`src/rtl/err_status_pkg.sv`:
```
// Package of constants and types for the instrument error status block
package err_status_pkg;

   // Error code class boundaries (decimal error codes)
   localparam logic [6:0] MEAS_FIRST     = 7'h01;
   localparam logic [6:0] MEAS_LAST      = 7'h31;   // 49
   localparam logic [6:0] ENTRY_A_FIRST  = 7'h32;   // 50
   localparam logic [6:0] ENTRY_A_LAST   = 7'h3B;   // 59
   localparam logic [6:0] SERVICE_FIRST  = 7'h3C;   // 60
   localparam logic [6:0] SERVICE_LAST   = 7'h4F;   // 79
   localparam logic [6:0] ENTRY_B_FIRST  = 7'h50;   // 80
   localparam logic [6:0] ENTRY_B_LAST   = 7'h63;   // 99
   localparam logic [6:0] CODE_MEM_LOST  = 7'h39;   // 57
   localparam logic [6:0] CODE_NO_TABLE  = 7'h50;   // 80

   // Error-coded talk value: characters "9.00", two BCD digits, "E+40"
   localparam logic [3:0] TALK_LEAD_DIGIT = 4'h9;
   localparam logic [3:0] TALK_EXP_TENS   = 4'h4;
   localparam logic [3:0] TALK_EXP_UNITS  = 4'h0;

   // Reset values
   localparam logic [7:0] CODE_BCD_RESET  = 8'h00;

   // Hold time of the memory-lost indication
   localparam int unsigned CLK_HZ         = 40_000_000;
   localparam int unsigned MEM_LOST_MS    = 2000;
   localparam int unsigned MEM_LOST_CYC   = (CLK_HZ / 1000) * MEM_LOST_MS;

   // Error class encoding, one-hot
   typedef enum logic [3:0] {
      CLS_NONE    = 4'b0001,
      CLS_MEAS    = 4'b0010,
      CLS_ENTRY   = 4'b0100,
      CLS_SERVICE = 4'b1000
   } err_class_type;

   // Memory-lost indication sequencer, one-hot
   typedef enum logic [2:0] {
      ML_IDLE   = 3'b001,
      ML_SHOW   = 3'b010,
      ML_PRESET = 3'b100
   } mem_lost_state_type;

endpackage

```
`src/rtl/err_code_class.sv`:
```
// Error code classifier, display filter and binary to BCD conversion
module err_code_class
   import err_status_pkg::*;
(
   input  wire logic [6:0]   code,
   output err_class_type     err_class,
   output logic              shows_display,
   output logic [7:0]        code_bcd
);

   // Class by code range; codes 0 and above 99 are not errors
   always_comb begin
      if (code >= MEAS_FIRST && code <= MEAS_LAST) begin
         err_class = CLS_MEAS;
      end else if ((code >= ENTRY_A_FIRST && code <= ENTRY_A_LAST) ||
                   (code >= ENTRY_B_FIRST && code <= ENTRY_B_LAST)) begin
         err_class = CLS_ENTRY;
      end else if (code >= SERVICE_FIRST && code <= SERVICE_LAST) begin
         err_class = CLS_SERVICE;
      end else begin
         err_class = CLS_NONE;
      end
   end

   assign shows_display = (code >= MEAS_FIRST && code <= MEAS_LAST) ||
                          (code == CODE_MEM_LOST) || (code == CODE_NO_TABLE);

   // Two-digit decimal form; only codes up to 99 are meaningful here
   logic [6:0] tens;
   logic [6:0] units;
   assign tens  = code / 7'd10;
   assign units = code - tens * 7'd10;
   assign code_bcd = {tens[3:0], units[3:0]};

endmodule

```
`src/rtl/instrument_error_status.sv`:
```
// Error status, display selection and error-coded talk output of a power meter
module instrument_error_status
   import err_status_pkg::*;
#(
   parameter int unsigned MEM_LOST_CYCLES = MEM_LOST_CYC
)
(
   input  wire logic         core_clk,
   input  wire logic         rstn,
   input  wire logic         err_valid,
   input  wire logic [6:0]   err_code,
   input  wire logic         err_active,
   input  wire logic         srq_mask_meas,
   input  wire logic         srq_mask_entry,
   input  wire logic         talk_req,
   input  wire logic         read_status_message_cmd,
   input  wire logic         function_select,
   output logic              err_is_meas,
   output logic              err_is_entry,
   output logic              err_is_service,
   output logic              display_on,
   output logic [7:0]        display_code,
   output logic              talk_valid,
   output logic              talk_is_error,
   output logic [39:0]       talk_error_value,
   output logic              status_latched,
   output logic              rqs,
   output logic [7:0]        status_code,
   output logic              preset_pulse
);

   ////////////////////////////////////////////////////////////////////////
   // Classification of the incoming code

   err_class_type in_class;
   logic          in_display;
   logic [7:0]    in_bcd;

   err_code_class u_class (
      .code          (err_code),
      .err_class     (in_class),
      .shows_display (in_display),
      .code_bcd      (in_bcd)
   );

   logic in_meas;
   logic in_entry;
   logic in_srq;
   assign in_meas  = err_valid && (in_class == CLS_MEAS);
   assign in_entry = err_valid && (in_class == CLS_ENTRY);
   assign in_srq   = (in_meas && srq_mask_meas) || (in_entry && srq_mask_entry);

   ////////////////////////////////////////////////////////////////////////
   // Class outputs of the last reported code

   always_ff @(posedge core_clk or negedge rstn) begin
      if (!rstn) begin
         err_is_meas    <= 1'b0;
         err_is_entry   <= 1'b0;
         err_is_service <= 1'b0;
      end else if (err_valid) begin
         err_is_meas    <= (in_class == CLS_MEAS);
         err_is_entry   <= (in_class == CLS_ENTRY);
         err_is_service <= (in_class == CLS_SERVICE);
      end
   end

   ////////////////////////////////////////////////////////////////////////
   // Display: measurement errors stay up while the cause persists

   logic                disp_r;
   logic [7:0]          disp_code_r;
   logic                disp_meas_r;
   mem_lost_state_type  ml_state_r;
   logic [31:0]         ml_count_r;

   always_ff @(posedge core_clk or negedge rstn) begin
      if (!rstn) begin
         disp_r      <= 1'b0;
         disp_code_r <= CODE_BCD_RESET;
         disp_meas_r <= 1'b0;
      end else if (err_valid && in_display) begin
         disp_r      <= 1'b1;
         disp_code_r <= in_bcd;
         disp_meas_r <= (in_class == CLS_MEAS);
      end else if (disp_meas_r && !err_active) begin
         disp_r      <= 1'b0;
         disp_meas_r <= 1'b0;
      end else if (!disp_meas_r && disp_r && ml_state_r == ML_PRESET) begin
         disp_r <= 1'b0;
      end else if (!disp_meas_r && disp_r && disp_code_r != 8'h57) begin
         // Code 80 stays shown while err_active holds and goes off once it clears
         disp_r <= err_active;
      end
   end

   assign display_on   = disp_r;
   assign display_code = disp_code_r;

   ////////////////////////////////////////////////////////////////////////
   // Memory-lost indication: timeout or a function key ends it

   always_ff @(posedge core_clk or negedge rstn) begin
      if (!rstn) begin
         ml_state_r <= ML_IDLE;
         ml_count_r <= 32'h0000_0000;
      end else begin
         case (ml_state_r)
            ML_IDLE: begin
               ml_count_r <= 32'h0000_0000;
               if (err_valid && err_code == CODE_MEM_LOST) begin
                  ml_state_r <= ML_SHOW;
               end
            end
            ML_SHOW: begin
               ml_count_r <= ml_count_r + 32'h0000_0001;
               if (function_select || ml_count_r >= MEM_LOST_CYCLES - 1) begin
                  ml_state_r <= ML_PRESET;
               end
            end
            ML_PRESET: begin
               ml_state_r <= ML_IDLE;
            end
            default: begin
               ml_state_r <= ML_IDLE;
            end
         endcase
      end
   end

   assign preset_pulse = (ml_state_r == ML_PRESET);

   ////////////////////////////////////////////////////////////////////////
   // Talk output: registered answer one cycle after the talk request

   logic meas_shown;
   assign meas_shown = disp_r && disp_meas_r;

   always_ff @(posedge core_clk or negedge rstn) begin
      if (!rstn) begin
         talk_valid       <= 1'b0;
         talk_is_error    <= 1'b0;
         talk_error_value <= 40'h00_0000_0000;
      end else begin
         talk_valid    <= talk_req;
         talk_is_error <= talk_req && meas_shown;
         if (talk_req && meas_shown) begin
            talk_error_value <= {TALK_LEAD_DIGIT, 4'h0, 4'h0, disp_code_r,
                                 4'hE, 4'hA, TALK_EXP_TENS, TALK_EXP_UNITS,
                                 4'h0};
         end
      end
   end

   ////////////////////////////////////////////////////////////////////////
   // Status byte and status message latch

   logic latch_set;
   logic cause_gone;
   logic sent_meas;
   // A talk request while a measurement error is shown puts the coded value on the bus
   assign sent_meas  = talk_req && meas_shown;
   assign latch_set  = in_srq || in_entry || sent_meas;
   assign cause_gone = !err_active;

   always_ff @(posedge core_clk or negedge rstn) begin
      if (!rstn) begin
         status_latched <= 1'b0;
         rqs            <= 1'b0;
         status_code    <= CODE_BCD_RESET;
      end else if (latch_set) begin
         // newest code wins; set beats a same-cycle clear
         status_latched <= 1'b1;
         rqs            <= rqs || in_srq;
         status_code    <= (in_srq || in_entry) ? in_bcd : disp_code_r;
      end else if (read_status_message_cmd && cause_gone) begin
         status_latched <= 1'b0;
         rqs            <= 1'b0;
         status_code    <= CODE_BCD_RESET;
      end
   end
endmodule

```
`config.mk`:
```
export PLATFORM = sky130hd
export DESIGN_NAME = instrument_error_status
export DESIGN_NICKNAME = d
export VERILOG_FILES = /design/src/rtl/err_status_pkg.sv /design/src/rtl/err_code_class.sv /design/src/rtl/instrument_error_status.sv
export SDC_FILE = /design/constraint.sdc
export NUM_CORES = 1
export LEC_CHECK = 0
export ABC_AREA = 1
export BUFFER_PORTS_ARGS = -buffer_cell sky130_fd_sc_hd__buf_2
export CAP_MARGIN = 30
export CORE_MARGIN = 2
export CORE_UTILIZATION = 39
export DETAILED_ROUTE_END_ITERATION = 8
export HOLD_SLACK_MARGIN = 0.1
export SLEW_MARGIN = 30
export SYNTH_ARGS = -nofsm -noshare
export SYNTH_HDL_FRONTEND = slang
export SYNTH_SLANG_ARGS = --single-unit
```
`constraint.sdc`:
```
create_clock -name core_clk -period 2.6 [get_ports core_clk]
set_input_delay 0.52 -clock core_clk [delete_from_list [all_inputs] [get_ports core_clk]]
set_output_delay 0.52 -clock core_clk [all_outputs]
set_load 0.05 [all_outputs]
```
==> results.yml <==
routing:
  drt_first_iter_violations: 205
  first_pass_iters: 4
  wl_mm: 9.819
  drc: 0
  via_per_inst: 4.816
  wl_per_cell_um: 12.84
  postRouteAntennaNets: 0
  dr_total_vias: 3684
floorplan:
  start_util_pct: 39.63
  io_pins: 81
  rows: 37
  dieArea_sq_um: 11180
  die_x_um: 105.7
  core_area_sq_um: 10180
  die_h_um: 105.7
synthesis:
  synthDistinctLibCells: 42
  yosys.area.top_type: "dfrtp_1"
  yosysWarnings: 0
  async_flop_share_pct: 100.0
  syn_inst: 528
  synth-edff-count: 0
  syn-cell-area_sq_um: 4036
  avgSynthCellArea_sq_um: 7.645
  yosys-top-cells-area: "dfrtp_1, nand2_1, buf_4"
  synth_seq_cells: 69
  synth_flop_cell: "dfrtp_1"
  synth_top_area_share_pct: 42.16
  synth-seq-area-share_pct: 42.81
sta:
  fin_ws_ns: -0.07561
  fin_skew_ns: 0.009778
  finalCritPeriodShare_pct: 102.9
  hold_violations: 0
  fin_crit_ns: 2.676
  whs_ns: 0.1654
  drv_slew: 0
  fmax_mhz: 373.7
  grt_setup_unrepaired: "true"
  setup_violations: 3
critical_path:
  worst_setup_path_start_kind: "input port"
  critPathBufInv: 6
  cp_common_cell: "inv_2"
  path_class: "in -> reg"
  cp_slowest_cell: "fa_2"
  cpPeakStageDelay_ns: 0.32
  crit_path_max_fanout: 5
  crit_family: "adder cells"
  crit_chain: "buf_8 > clkinvlp_4 > o211ai_1 > a21boi_2 > nand2_1 > nand2_2 > inv_2 > ha_4 > nand2_4 > a21boi_2 > nand2_2 > nand2_4 > ha_4 > inv_2 > fa_2 > inv_2 > xor2_2 > inv_1 > nand3_2 > nand3_1 > nand2_1"
  cp_data_arrival_time_ns: 2.98
  cp-end-kind: "register"
  cp_data_required_time_ns: 2.90
finish:
  final_util_pct: 49.46
  area_delta_synth_final_pct: 24.80
  fin_area_sq_um: 5037
  n_antenna_cell: 0
  nets: 644
  fill_cells: 1030
  drive_gt1_share_pct: 26.71
cts:
  h-tree-depth: 3
  clockBufferDepth: 2
  clk_latency_ns: 0.36
  path_clk_slew_ns: 0.08
  cts-root-buf: "clkbuf_8"
  cts.sinks: 69
  cts_buffers: 9
  cts_tree: "built"
grt:
  grt_usage_pct: 18.51
  grt_overflow: 0
  grtUsageMet2_pct: 27.74
  top_usage_layer: "met2"
  grt_pass1_wl_mm: 16.54
  use_met3_pct: 2.288
  grt_pass1_vias: 3395
  grt_max_degree: 70
  grt_use_met1_pct: 27.07
  antenna_found_initial: 0
power_and_ir_drop:
  p_leak_nw: 2.526
  p_per_area_nw_per_um2: 691.2
  ir_worst_vdd_mv: 0.3695
placed_design:
  finalWeightedCongestion: 0.8453
  io_buffers: 56
  dp_slack_ns: -0.5437
  dpl.hpwl_mm: 7.173
  placed_area_sq_um: 4636
run_status:
  status: "complete, but fails checks"
  violations: "negative setup slack"
worst_hold_path:
  hold_path.class: "in -> async"
job:
  maxCapViolations: 0
==> placed cells by master, fill, tap and decap left out, types with 5 or more instances in the layout <==
master	n
buf_4	44
o22ai_1	5
o21ai_0	31
nand2_2	7
nand4_1	13
nand2_1	131
conb_1	24
xor2_1	5
nand3_2	5
inv_2	10
nand3_1	34
buf_2	52
a21oi_1	10
nand2_4	8
mux2i_1	9
nor2_1	44
nor3_1	14
dfrtp_1	68
clkbuf_8	9
inv_1	50
==> sequential cells by signal, indices dropped and copies added, names as in the netlist <==
signal and cells:
ml_count_r 32, talk_error_value 9, display_code 8, status_code 8, ml_state_r 3, disp_meas_r 1
display_on 1, err_is_entry 1, err_is_meas 1, err_is_service 1, rqs 1, status_latched 1
talk_is_error 1, talk_valid 1
==> routing by layer <==
layer / part of all wire, % / vias to the layer above
li1: - / 1855
met1: 50 / 1733
met2: 45 / 82
met3: 3.2 / 14
met4: 1.9 / 0
met5: 0 / -
==> cells in the mapped netlist, types with 2 or more instances <==
cell type	count
nand4_1	13
o21ai_0	31
xor2_1	6
a21oi_1	11
mux2i_1	9
buf_4	31
nand3_2	2
inv_1	58
o21a_1	2
clkbuf_1	7
nand2_2	8
inv_2	4
o22ai_1	5
nand2_4	2
clkinv_1	2
nand3_1	39
dfrtp_1	68
o31ai_1	4
a21boi_0	2
ha_1	3
nand2_1	136
o21ai_1	5
nor3_1	14
or2_2	2
nor2_1	45
nor4_1	3
==> per-stage QoR <==
step,instances,setup TNS (ns),power [mW]
global placement,736,-1.575,2.531
detailed placement,736,-2.133,2.543
CTS,764,-0.04985,3.485
finish,765,-0.1340,3.482
global route,765,-0.8027,3.657
floorplan,551,-0.8715,2.224
==> cell type report <==
class	instances	area [sq um]	area share [%]
Timing Repair Buffer	100	648.1	12.87
Inverter	64	249.0	4.943
Multi-Input combinational cell	380	2043	40.56
Sequential cell	69	1728	34.30
Clock inverter	7	75.07	1.490
Clock buffer	9	123.9	2.459
Tap cell	136	170.2	3.378
==> logic make-up (layout without fill, tap and decap cells) <==
family / after synthesis / after routing / synth area share [%]
simple gates: 270 / 270 / 29.98
buf+inv: 102 / 180 / 12.37
flops: 69 / 69 / 42.81
compound gates: 67 / 67 / 9.795
mux: 9 / 9 / 2.232
xor+xnor: 6 / 6 / 1.302
fa+ha+maj: 4 / 4 / 1.426
other cells: 1 / 24 / 0.09291
==> worst reg2reg max path, stage by stage, from the launching register on <==
cell     delay [ns]
dfrtp_1        0.39
ha_1           0.18
nand2_1        0.05
inv_1          0.07
nand2_1        0.12
nor2_1         0.18
nand2_2        0.13
nor3_4         0.23
nand3_1        0.20
nor3_1         0.25
mux2i_1        0.21
==> path summary, 6_finish.rpt <==
kind / start / depth (start not counted) / end / slack, ns
max: err_code[3] / 21 / display_code[3] / -0.08
min: rstn / 2 / ml_count_r[11] / 0.17
max reg2reg: ml_count_r[0] / 10 / ml_count_r[22] / 0.51
min reg2reg: status_code[1] / 2 / status_code[1] / 0.48
max in group asynchronous: rstn / 2 / ml_state_r[0] / 2.09
min in group core_clk: talk_req / 1 / talk_valid / 0.30
==> power breakdown <==
group          leakage, nW  internal [mW]  switching (mW)  total, mW
clock               0.0918          0.446           0.450      0.896
combinational         1.52          0.321           0.953       1.27
sequential           0.911           1.21          0.0993       1.31
total                 2.53           1.98            1.50       3.48
==> what timing repair did <==
action	CTS	global route
pin swaps	9	9
endpoints found under the setup margin	4	6
gates cloned	0	0
gates resized for setup	19	7
hold buffers	0	0
hold endpoints to repair	0	0
buffers inserted	12	3
Note: power is estimated with default switching activity, not from simulation.
